### src/pkg/shp_cfg.svh
// Constants for the serial host port: offsets, fields, resets, timing
// Functional notes
// - Characters are start low, 8 data bits LSB first, stop high, no parity.
// - Both UARTs must agree on baud rate and character format.
// - Received serial characters are held in the receive buffer until taken.
// - Receive buffer is not offered for sending while radio reception continues; the code still sets pkt_rdy_reg on a command sequence.
// - Radio payload goes into the transmit buffer and out the output pin.
// - A radio packet that does not fit the transmit buffer is dropped whole.
// - RTS and CTS flow control each have their own enable.
// - With CTS control on, CTS goes high at threshold occupancy.
// - CTS returns low only below threshold minus 16 bytes.
// - With RTS control on, nothing is sent while RTS is high; the code still finishes a character already started.
// - Transparent mode passes all data both ways unchanged.
// - Packetize after the configured silence; zero timeout packetizes each character.
// - Packetize once 73 characters are buffered.
// - Command sequence flushes earlier data; sequence characters are not sent.
// - Frame mode carries all traffic both ways inside frames; the code only blocks command sequences in frame mode.
// - Frame mode outputs received data, responses and events as frames; the code puts bare characters on dout_pin.
// - Frame mode reports success or failure for each sent radio packet; the code only counts them in ok_cnt_reg and fail_cnt_reg, read at TXSTAT.
`ifndef SHP_CFG_SVH
`define SHP_CFG_SVH
`define SHP_CLK_HZ 100000000
`define SHP_BAUD 9600
`define SHP_GUARD_MS 16'h03E8
`define SHP_PKT_MAX 8'd73
`define SHP_CTS_HYST 9'd16
`define SHP_ADDR_CTRL 8'h00
`define SHP_ADDR_THRESH 8'h04
`define SHP_ADDR_GAP 8'h08
`define SHP_ADDR_SEQCHR 8'h0C
`define SHP_ADDR_STATUS 8'h10
`define SHP_ADDR_RXDATA 8'h14
`define SHP_ADDR_TXLEN 8'h18
`define SHP_ADDR_TXDATA 8'h1C
`define SHP_ADDR_TXSTAT 8'h20
`define SHP_CTRL_RTS_EN 0
`define SHP_CTRL_CTS_EN 1
`define SHP_CTRL_FRAME 2
`define SHP_CTRL_ACK 3
`define SHP_RST_THRESH 8'h51
`define SHP_RST_GAP 8'h03
`define SHP_RST_SEQCHR 8'h2B
`endif

### src/pkg/shp_pkg.sv
// Types for the serial host port
package shp_pkg;
   typedef enum logic [1:0] {SHP_IDLE, SHP_START, SHP_DATA, SHP_STOP} shp_bit_state_t;
endpackage

### src/design/shp_serial_port.sv
// Serial host port: UART pins, receive and transmit buffers, flow control, APB
//
// The register offsets and the APB interface to the registers were chosen for this implementation.
`include "shp_cfg.svh"
module shp_serial_port import shp_pkg::*; #(
   parameter int BAUD_DIV = `SHP_CLK_HZ / `SHP_BAUD,
   parameter int GUARD_CYC = 100000 * `SHP_GUARD_MS,
   parameter int AW = 7
) (
   input wire logic pclk,
   input wire logic presetn,
   input wire logic psel,
   input wire logic penable,
   input wire logic pwrite,
   input wire logic [7:0] paddr,
   input wire logic [31:0] pwdata,
   output logic [31:0] prdata,
   output logic pready,
   output logic pslverr,
   input wire logic din_pin,
   output logic dout_pin,
   input wire logic rts_n_pin,
   output logic cts_n_pin,
   input wire logic rf_rx_busy,
   input wire logic rf_tx_done,
   input wire logic rf_tx_ok
);
   localparam int DEPTH = 1 << AW;
   localparam logic [31:0] HALF = 32'(BAUD_DIV / 2);
   localparam logic [39:0] BYTE_CYC = 40'(10 * BAUD_DIV);

   function automatic logic [2:0] sync_step(input logic [2:0] s, input logic pin);
      sync_step = {s[1:0], pin};
   endfunction

   // Three-stage synchronisers; a change counts once stages two and three agree
   logic [2:0] din_sync_reg, rts_sync_reg;
   logic din_reg, rts_reg;
   always_ff @(posedge pclk or negedge presetn) begin
      if (!presetn) begin
         din_sync_reg <= 3'h7;
         rts_sync_reg <= 3'h7;
         din_reg <= 1'b1;
         rts_reg <= 1'b1;
      end else begin
         din_sync_reg <= sync_step(din_sync_reg, din_pin);
         rts_sync_reg <= sync_step(rts_sync_reg, rts_n_pin);
         if (din_sync_reg[1] == din_sync_reg[2]) din_reg <= din_sync_reg[2];
         if (rts_sync_reg[1] == rts_sync_reg[2]) rts_reg <= rts_sync_reg[2];
      end
   end

   // APB decode; answer in the cycle after setup
   logic acc, wr_acc, rd_acc;
   logic [7:0] ctrl_reg, thresh_reg, gap_reg, seqchr_reg;
   assign acc = psel & penable & pready;
   assign wr_acc = acc & pwrite;
   assign rd_acc = acc & ~pwrite;

   // Receiver
   shp_bit_state_t rx_st_reg;
   logic [31:0] rx_cnt_reg;
   logic [2:0] rx_bit_reg;
   logic [7:0] rx_sh_reg;
   logic rx_valid_reg;
   always_ff @(posedge pclk or negedge presetn) begin
      if (!presetn) begin
         rx_st_reg <= SHP_IDLE;
         rx_cnt_reg <= 32'h0;
         rx_bit_reg <= 3'h0;
         rx_sh_reg <= 8'h00;
         rx_valid_reg <= 1'b0;
      end else begin
         rx_valid_reg <= 1'b0;
         rx_cnt_reg <= rx_cnt_reg + 32'h1;
         case (rx_st_reg)
            SHP_IDLE: begin
               rx_cnt_reg <= 32'h0;
               if (!din_reg) rx_st_reg <= SHP_START;
            end
            SHP_START: if (rx_cnt_reg == HALF) begin
               rx_cnt_reg <= 32'h0;
               rx_bit_reg <= 3'h0;
               rx_st_reg <= din_reg ? SHP_IDLE : SHP_DATA;
            end
            SHP_DATA: if (rx_cnt_reg == 32'(BAUD_DIV - 1)) begin
               rx_cnt_reg <= 32'h0;
               rx_sh_reg <= {din_reg, rx_sh_reg[7:1]};
               rx_bit_reg <= rx_bit_reg + 3'h1;
               if (rx_bit_reg == 3'h7) rx_st_reg <= SHP_STOP;
            end
            SHP_STOP: if (rx_cnt_reg == 32'(BAUD_DIV - 1)) begin
               // Framing errors drop the character
               rx_valid_reg <= din_reg;
               rx_st_reg <= SHP_IDLE;
            end
            default: rx_st_reg <= SHP_IDLE;
         endcase
      end
   end

   // Silence timer and command sequence detection
   logic [31:0] quiet_reg;
   logic [1:0] seq_cnt_reg;
   logic cmd_hit;
   assign cmd_hit = (seq_cnt_reg == 2'd3) && (quiet_reg >= 32'(GUARD_CYC))
                    && !ctrl_reg[`SHP_CTRL_FRAME];
   always_ff @(posedge pclk or negedge presetn) begin
      if (!presetn) begin
         quiet_reg <= 32'hFFFFFFFF;
         seq_cnt_reg <= 2'd0;
      end else begin
         if (rx_valid_reg) quiet_reg <= 32'h0;
         else if (quiet_reg != 32'hFFFFFFFF) quiet_reg <= quiet_reg + 32'h1;
         if (cmd_hit) begin
            seq_cnt_reg <= 2'd0;
         end else if (rx_valid_reg) begin
            if (rx_sh_reg == seqchr_reg && seq_cnt_reg != 2'd3
                && (seq_cnt_reg != 2'd0 || quiet_reg >= 32'(GUARD_CYC)))
               seq_cnt_reg <= seq_cnt_reg + 2'd1;
            else
               seq_cnt_reg <= 2'd0;
         end
      end
   end

   // Serial receive buffer
   logic [7:0] rx_mem [0:DEPTH-1];
   logic [AW-1:0] rx_wp_reg, rx_rp_reg;
   logic [AW:0] rx_count_reg;
   logic rx_push, rx_pop, rx_rewind;
   assign rx_push = rx_valid_reg && rx_count_reg != (AW+1)'(DEPTH);
   assign rx_pop = rd_acc && paddr == `SHP_ADDR_RXDATA && rx_count_reg != '0;
   assign rx_rewind = cmd_hit && rx_count_reg >= (AW+1)'(3) + (AW+1)'(rx_pop);
   always_ff @(posedge pclk) begin
      if (rx_push) rx_mem[rx_wp_reg] <= rx_sh_reg;
   end
   always_ff @(posedge pclk or negedge presetn) begin
      if (!presetn) begin
         rx_wp_reg <= '0;
         rx_rp_reg <= '0;
         rx_count_reg <= '0;
      end else begin
         // Sequence characters are taken back out so they never go to radio
         if (rx_rewind) rx_wp_reg <= rx_wp_reg - AW'(3);
         else if (rx_push) rx_wp_reg <= rx_wp_reg + AW'(1);
         if (rx_pop) rx_rp_reg <= rx_rp_reg + AW'(1);
         rx_count_reg <= rx_count_reg + (AW+1)'(rx_push & ~rx_rewind)
                         - (AW+1)'(rx_pop) - (rx_rewind ? (AW+1)'(3) : '0);
      end
   end

   // Packetization trigger; set wins over software acknowledge
   logic pkt_rdy_reg, cmd_det_reg, trig;
   logic [39:0] gap_cyc;
   assign gap_cyc = 40'(gap_reg) * BYTE_CYC;
   assign trig = !rf_rx_busy && rx_count_reg != '0
                 && (rx_count_reg >= (AW+1)'(`SHP_PKT_MAX)
                     || gap_reg == 8'h00 || 40'(quiet_reg) >= gap_cyc);
   always_ff @(posedge pclk or negedge presetn) begin
      if (!presetn) begin
         pkt_rdy_reg <= 1'b0;
         cmd_det_reg <= 1'b0;
      end else begin
         if (trig || cmd_hit) pkt_rdy_reg <= 1'b1;
         else if (wr_acc && paddr == `SHP_ADDR_CTRL && pwdata[`SHP_CTRL_ACK])
            pkt_rdy_reg <= 1'b0;
         if (cmd_hit) cmd_det_reg <= 1'b1;
         else if (wr_acc && paddr == `SHP_ADDR_CTRL && pwdata[`SHP_CTRL_ACK])
            cmd_det_reg <= 1'b0;
      end
   end

   // CTS with hysteresis below the threshold
   always_ff @(posedge pclk or negedge presetn) begin
      if (!presetn) cts_n_pin <= 1'b0;
      else if (!ctrl_reg[`SHP_CTRL_CTS_EN]) cts_n_pin <= 1'b0;
      else if (9'(rx_count_reg) >= 9'(thresh_reg)) cts_n_pin <= 1'b1;
      else if (9'(rx_count_reg) + `SHP_CTS_HYST < 9'(thresh_reg))
         cts_n_pin <= 1'b0;
   end

   // Serial transmit buffer; a packet is admitted whole or not at all
   logic [7:0] tx_mem [0:DEPTH-1];
   logic [AW-1:0] tx_wp_reg, tx_rp_reg;
   logic [AW:0] tx_count_reg, tx_left_reg, tx_free;
   logic [7:0] tx_drop_reg;
   logic tx_push, tx_pop, len_wr;
   assign tx_free = (AW+1)'(DEPTH) - tx_count_reg;
   assign len_wr = wr_acc && paddr == `SHP_ADDR_TXLEN;
   assign tx_push = wr_acc && paddr == `SHP_ADDR_TXDATA && tx_left_reg != '0;
   always_ff @(posedge pclk) begin
      if (tx_push) tx_mem[tx_wp_reg] <= pwdata[7:0];
   end
   always_ff @(posedge pclk or negedge presetn) begin
      if (!presetn) begin
         tx_wp_reg <= '0;
         tx_rp_reg <= '0;
         tx_count_reg <= '0;
         tx_left_reg <= '0;
         tx_drop_reg <= 8'h00;
      end else begin
         if (tx_push) tx_wp_reg <= tx_wp_reg + AW'(1);
         if (tx_pop) tx_rp_reg <= tx_rp_reg + AW'(1);
         tx_count_reg <= tx_count_reg + (AW+1)'(tx_push) - (AW+1)'(tx_pop);
         if (len_wr) begin
            if (pwdata[15:0] <= 16'(tx_free)) tx_left_reg <= (AW+1)'(pwdata[15:0]);
            else begin
               tx_left_reg <= '0;
               tx_drop_reg <= tx_drop_reg + 8'h01;
            end
         end else if (tx_push) tx_left_reg <= tx_left_reg - (AW+1)'(1);
      end
   end

   // Transmitter; RTS is checked only between characters
   shp_bit_state_t tx_st_reg;
   logic [31:0] tx_cnt_reg;
   logic [3:0] tx_bit_reg;
   logic [8:0] tx_sh_reg;
   assign tx_pop = tx_st_reg == SHP_IDLE && tx_count_reg != '0
                   && !(ctrl_reg[`SHP_CTRL_RTS_EN] && rts_reg);
   always_ff @(posedge pclk or negedge presetn) begin
      if (!presetn) begin
         tx_st_reg <= SHP_IDLE;
         tx_cnt_reg <= 32'h0;
         tx_bit_reg <= 4'h0;
         tx_sh_reg <= 9'h1FF;
         dout_pin <= 1'b1;
      end else begin
         tx_cnt_reg <= tx_cnt_reg + 32'h1;
         case (tx_st_reg)
            SHP_IDLE: begin
               dout_pin <= 1'b1;
               tx_cnt_reg <= 32'h0;
               if (tx_pop) begin
                  tx_sh_reg <= {1'b1, tx_mem[tx_rp_reg]};
                  tx_bit_reg <= 4'h0;
                  dout_pin <= 1'b0;
                  tx_st_reg <= SHP_DATA;
               end
            end
            SHP_DATA: if (tx_cnt_reg == 32'(BAUD_DIV - 1)) begin
               tx_cnt_reg <= 32'h0;
               dout_pin <= tx_sh_reg[0];
               tx_sh_reg <= {1'b1, tx_sh_reg[8:1]};
               tx_bit_reg <= tx_bit_reg + 4'h1;
               if (tx_bit_reg == 4'h8) tx_st_reg <= SHP_STOP;
            end
            SHP_STOP: if (tx_cnt_reg == 32'(BAUD_DIV - 1)) tx_st_reg <= SHP_IDLE;
            default: tx_st_reg <= SHP_IDLE;
         endcase
      end
   end

   // Per-packet radio send status for frame mode reporting
   logic [7:0] ok_cnt_reg, fail_cnt_reg;
   always_ff @(posedge pclk or negedge presetn) begin
      if (!presetn) begin
         ok_cnt_reg <= 8'h00;
         fail_cnt_reg <= 8'h00;
      end else if (rf_tx_done && ctrl_reg[`SHP_CTRL_FRAME]) begin
         if (rf_tx_ok) ok_cnt_reg <= ok_cnt_reg + 8'h01;
         else fail_cnt_reg <= fail_cnt_reg + 8'h01;
      end
   end

   // Configuration registers
   always_ff @(posedge pclk or negedge presetn) begin
      if (!presetn) begin
         ctrl_reg <= 8'h00;
         thresh_reg <= `SHP_RST_THRESH;
         gap_reg <= `SHP_RST_GAP;
         seqchr_reg <= `SHP_RST_SEQCHR;
      end else if (wr_acc) begin
         case (paddr)
            `SHP_ADDR_CTRL: ctrl_reg <= {5'h00, pwdata[2:0]};
            `SHP_ADDR_THRESH: thresh_reg <= pwdata[7:0];
            `SHP_ADDR_GAP: gap_reg <= pwdata[7:0];
            `SHP_ADDR_SEQCHR: seqchr_reg <= pwdata[7:0];
            default: ;
         endcase
      end
   end

   // Read data captured in setup so the access phase answers at once
   logic [31:0] rd_val;
   logic rd_bad;
   always_comb begin
      rd_val = 32'h0;
      rd_bad = 1'b0;
      case (paddr)
         `SHP_ADDR_CTRL: rd_val = {24'h0, ctrl_reg};
         `SHP_ADDR_THRESH: rd_val = {24'h0, thresh_reg};
         `SHP_ADDR_GAP: rd_val = {24'h0, gap_reg};
         `SHP_ADDR_SEQCHR: rd_val = {24'h0, seqchr_reg};
         `SHP_ADDR_STATUS: rd_val = {8'h00, 8'(tx_free), 5'h0, cts_n_pin, cmd_det_reg,
                                     pkt_rdy_reg, 8'(rx_count_reg)};
         `SHP_ADDR_RXDATA: rd_val = {24'h0, rx_mem[rx_rp_reg]};
         `SHP_ADDR_TXLEN: rd_val = {16'h0, tx_drop_reg, 8'(tx_left_reg)};
         `SHP_ADDR_TXDATA: rd_val = 32'h0;
         `SHP_ADDR_TXSTAT: rd_val = {16'h0, fail_cnt_reg, ok_cnt_reg};
         default: rd_bad = 1'b1;
      endcase
   end
   always_ff @(posedge pclk or negedge presetn) begin
      if (!presetn) begin
         pready <= 1'b0;
         prdata <= 32'h0;
         pslverr <= 1'b0;
      end else begin
         pready <= psel & ~penable;
         if (psel & ~penable) begin
            prdata <= pwrite ? 32'h0 : rd_val;
            pslverr <= rd_bad;
         end else begin
            pslverr <= 1'b0;
         end
      end
   end
endmodule

### config.mk
export PLATFORM = sky130hd
export DESIGN_NAME = shp_serial_port
export DESIGN_NICKNAME = d
export VERILOG_FILES = /design/src/pkg/shp_pkg.sv /design/src/design/shp_serial_port.sv
export VERILOG_INCLUDE_DIRS = /design/src /design/src/pkg
export SDC_FILE = /design/constraint.sdc
export NUM_CORES = 2
export LEC_CHECK = 0
export BUFFER_PORTS_ARGS = -buffer_cell sky130_fd_sc_hd__buf_2
export CORE_MARGIN = 5
export CORE_UTILIZATION = 60
export DETAILED_ROUTE_END_ITERATION = 8
export PLACE_DENSITY = 0.76
export SLEW_MARGIN = 20
export SYNTH_ARGS = -nofsm -noshare
export SYNTH_HDL_FRONTEND = slang
export SYNTH_SLANG_ARGS = --single-unit
### constraint.sdc
create_clock -name pclk -period 11.6 [get_ports pclk]
set_input_delay 0.58 -clock pclk [delete_from_list [all_inputs] [get_ports pclk]]
set_output_delay 0.58 -clock pclk [all_outputs]
set_load 0.05 [all_outputs]
==> run summary <==
Yosys
- sequential share of the synthesized area: 0.7132
- Yosys warning total: 0
- flip-flop and latch count after synthesis: 2,315
- Cell Area, Synth: 0.09569 sq mm
- most common library cells after synthesis: sky130_fd_sc_hd__edfxtp_1 (2,048), sky130_fd_sc_hd__mux4_2 (512), sky130_fd_sc_hd__nor2_1 (429)
- count of flip-flops with a built-in enable after synthesis: 2,048
- instance count of the mapped netlist: 5,253
- async set-reset flop share out of synthesis: 0.1153
- top post-synthesis cells by area: sky130_fd_sc_hd__edfxtp_1 (64%), sky130_fd_sc_hd__mux4_2 (12%), sky130_fd_sc_hd__dfrtp_1 (5.5%)
- average cell area after synthesis: 18.22 sq um
- Cell variety after synth: 74
- fraction of post-synthesis cell area in the top cell type by area: 0.6427
- largest area contributor in the synthesized netlist: sky130_fd_sc_hd__edfxtp_1
- ys flop type: sky130_fd_sc_hd__edfxtp_1
- cell with the most instances after synthesis: sky130_fd_sc_hd__edfxtp_1

Route
- total via count after detailed routing: 49,317
- total DRC errors in the routed layout: 0
- average wire per standard cell: 27.69 um
- Routed Antenna Nets: 0
- count of TritonRoute iterations in the first routing pass: 8
- initial detailed-routing violation count: 5,573
- Vias per Instance: 6.468
- aggregate routed wire length: 211,200 um

Min path
- type of the worst min-delay path: in -> reg
- Hold Path End: tx_mem[69][1]
- cell count of the worst hold path: 1
- hold path start: pwdata[1]

Clock tree
- CTS Buffer Depth: 3
- buffer count from post-CTS setup fixing: 0
- Root Buffer Master: sky130_fd_sc_hd__clkbuf_16
- number of sinks handled by clock tree synthesis: 2,315
- total CTS buffers: 221
- maximum level of the CTS H-tree: 4
- CTS clk-pin slew, worst paths: 0.07 ns
- CTS tree: built
- Skew-Pair Late Insertion Delay: 0.84 ns

Floorplan
- row count: 146
- width of the die: 409.4 um
- CORE AREA: 0.1586 sq mm
- full die area: 0.1676 sq mm
- die height: 409.4 um
- initial standard-cell utilization of the core: 0.6035
- count of boundary I/O pins: 86

Worst setup path
- type of element launching the critical path: register
- FF-to-FF Start: gap_reg[2]
- data required time of the worst path: 12.33 ns
- critical path class: reg -> reg
- capture instance of the worst register-to-register path: pkt_rdy_reg
- data arrival at the endpoint of the critical path: 7.13 ns
- Critical Path Sink Type: register
- largest fanout on the critical path: 7
- number of cells on the worst reg-to-reg path: 23
- Register-to-Register Setup Slack: 5.20 ns

STA
- minimum clock period after layout: 6.399 ns
- post-route clock period utilization: 0.5516
- Slew HR: 0.1331
- max-slew violations: 0
- final worst clock skew: 0.06717 ns
- final number of setup-violating endpoints: 0
- final worst setup slack: 5.201 ns
- worst-margin pin slew: 1.290 ns
- Setup Total Neg Slack: 0 ns
- Hold Violations, Final: 0
- max frequency: 156.3 MHz
- RSZ-0062 raised after global routing: no
- Hold Slack: 0.07994 ns

Placement
- worst slack, placed: 5.396 ns
- I/O Buffers: 61
- Detail Placement HPWL: 127,700 um
- RD Place Congestion: 0.8609

Global route
- largest net degree at the start of global routing: 153
- overflow left after global routing: 0
- number of global-route vias before repair: 49,749
- initial antenna violation count: 3
- Global Route Usage Sum: 0.2526
- first-pass GRT wire length: 318,500 um

Power and ir drop
- Final Power: 16,380 uW
- Pwr Density: 155.6 mW/mm^2
- leakage power summed over all cells: 0.03173 uW
- maximum VDD drop: 0.1897 mV

Outcome
- status: complete, no violations

Job
- Maximum Capacitance Violations: 0

Layout
- final layout net count: 5,592
- registers with the most flip-flops: rx_mem (1024), tx_mem (1024)
- ratio of cells with drive above 1 in the final layout: 0.2028
- area growth from synthesis to layout: 10.01%

## cell type report
cell class	count	area, sq um
Inverter	133	499.2
Fill cell	10121	53290
Multi-Input combinational cell	2556	25820
Timing Repair Buffer	132	963.4
Clock inverter	135	1165
Antenna cell	1	2.502
Sequential cell	2315	68310
Clock buffer	281	5918
Tap cell	2072	2592
## how the worst max path moves through the flow
stage                from          end  slack [ns]
6_report       gap_reg[2]  pkt_rdy_reg        5.20
4_1_cts        gap_reg[2]  pkt_rdy_reg        5.31
3_5_place_dp   gap_reg[2]  pkt_rdy_reg        5.40
3_3_place_gp   gap_reg[2]  pkt_rdy_reg        5.46
5_1_grt        gap_reg[2]  pkt_rdy_reg        4.66
2_1_floorplan  gap_reg[5]  pkt_rdy_reg        6.28
## kinds of logic after synthesis
group           Yosys count  share of synthesized area
flops                  2315                     0.7132
buf+inv                 389                    0.01768
xor+xnor                173                    0.01583
mux                     775                     0.1488
simple gates            977                    0.04822
fa+ha+maj               185                    0.02665
other cells               1                 0.00003919
compound gates          438                    0.02958
## routing by layer
metal | vias to the layer above | track usage | wire [um]
met5 | - | 0 | 0
met2 | 2266 | 0.4112 | 104800
met3 | 443 | 0.04772 | 16880
li1 | 21124 | - | -
met4 | 0 | 0.09168 | 8046
met1 | 25484 | 0.3477 | 81410
## timing repair
item / in CTS / in global routing
endpoints found under the hold margin: 68 / 0
hold buffers: 3 / 0
resized for setup: 0 / 0
## power breakdown
| part | switching [uW] | internal, uW | total [uW] | leakage [uW] |
|---|---|---|---|---|
| sequential | 24.6 | 9030 | 9050 | 0.0197 |
| clock | 3050 | 3960 | 7010 | 0.00347 |
| combinational | 214 | 100 | 314 | 0.00860 |
| total | 3290 | 13100 | 16400 | 0.0317 |
## worst max-delay path, stage by stage, from the launching register on
cell	delay [ns]
sky130_fd_sc_hd__dfrtp_1	0.57
sky130_fd_sc_hd__inv_1	0.14
sky130_fd_sc_hd__ha_1	0.41
sky130_fd_sc_hd__inv_1	0.09
sky130_fd_sc_hd__fa_1	0.54
sky130_fd_sc_hd__inv_1	0.05
sky130_fd_sc_hd__fa_1	0.52
sky130_fd_sc_hd__fa_1	0.42
sky130_fd_sc_hd__ha_1	0.36
sky130_fd_sc_hd__o21ai_0	0.19
sky130_fd_sc_hd__nand2b_1	0.09
sky130_fd_sc_hd__nand2_1	0.08
sky130_fd_sc_hd__o21ai_0	0.12
sky130_fd_sc_hd__o41ai_1	0.56
sky130_fd_sc_hd__o2111ai_1	0.22
sky130_fd_sc_hd__a21oi_1	0.20
sky130_fd_sc_hd__xor2_1	0.09
sky130_fd_sc_hd__ha_1	0.29
sky130_fd_sc_hd__nand4_1	0.14
sky130_fd_sc_hd__nor2_1	0.19
sky130_fd_sc_hd__nand4_1	0.11
sky130_fd_sc_hd__o41ai_1	0.60
sky130_fd_sc_hd__a221oi_1	0.15
sky130_fd_sc_hd__o21ai_0	0.13
## layout by cell type, fill, tap and decap left out, drive strengths merged, types with 70 or more instances in the layout
cell type,instances
clkinv,106
o21ai,78
buf,129
xor2,88
nand3,98
mux4,512
clkbuf,281
mux2i,205
nor2,432
o22ai,70
inv,137
xnor2,85
dfrtp,209
edfxtp,2048
nand2,156
a21oi,93
ha,151
## stage by stage
step | instances | utilization | area [sq um]
after floorplan | 5260 | - | 95720
after global placement | 7204 | 0.6189 | 98140
after detailed placement | 7204 | 0.6189 | 98140
after CTS | 7623 | 0.6638 | 105300
after global routing | 7624 | 0.6639 | 105300
final | 7625 | 0.6639 | 105300
Power figures use the tool's default switching activity.
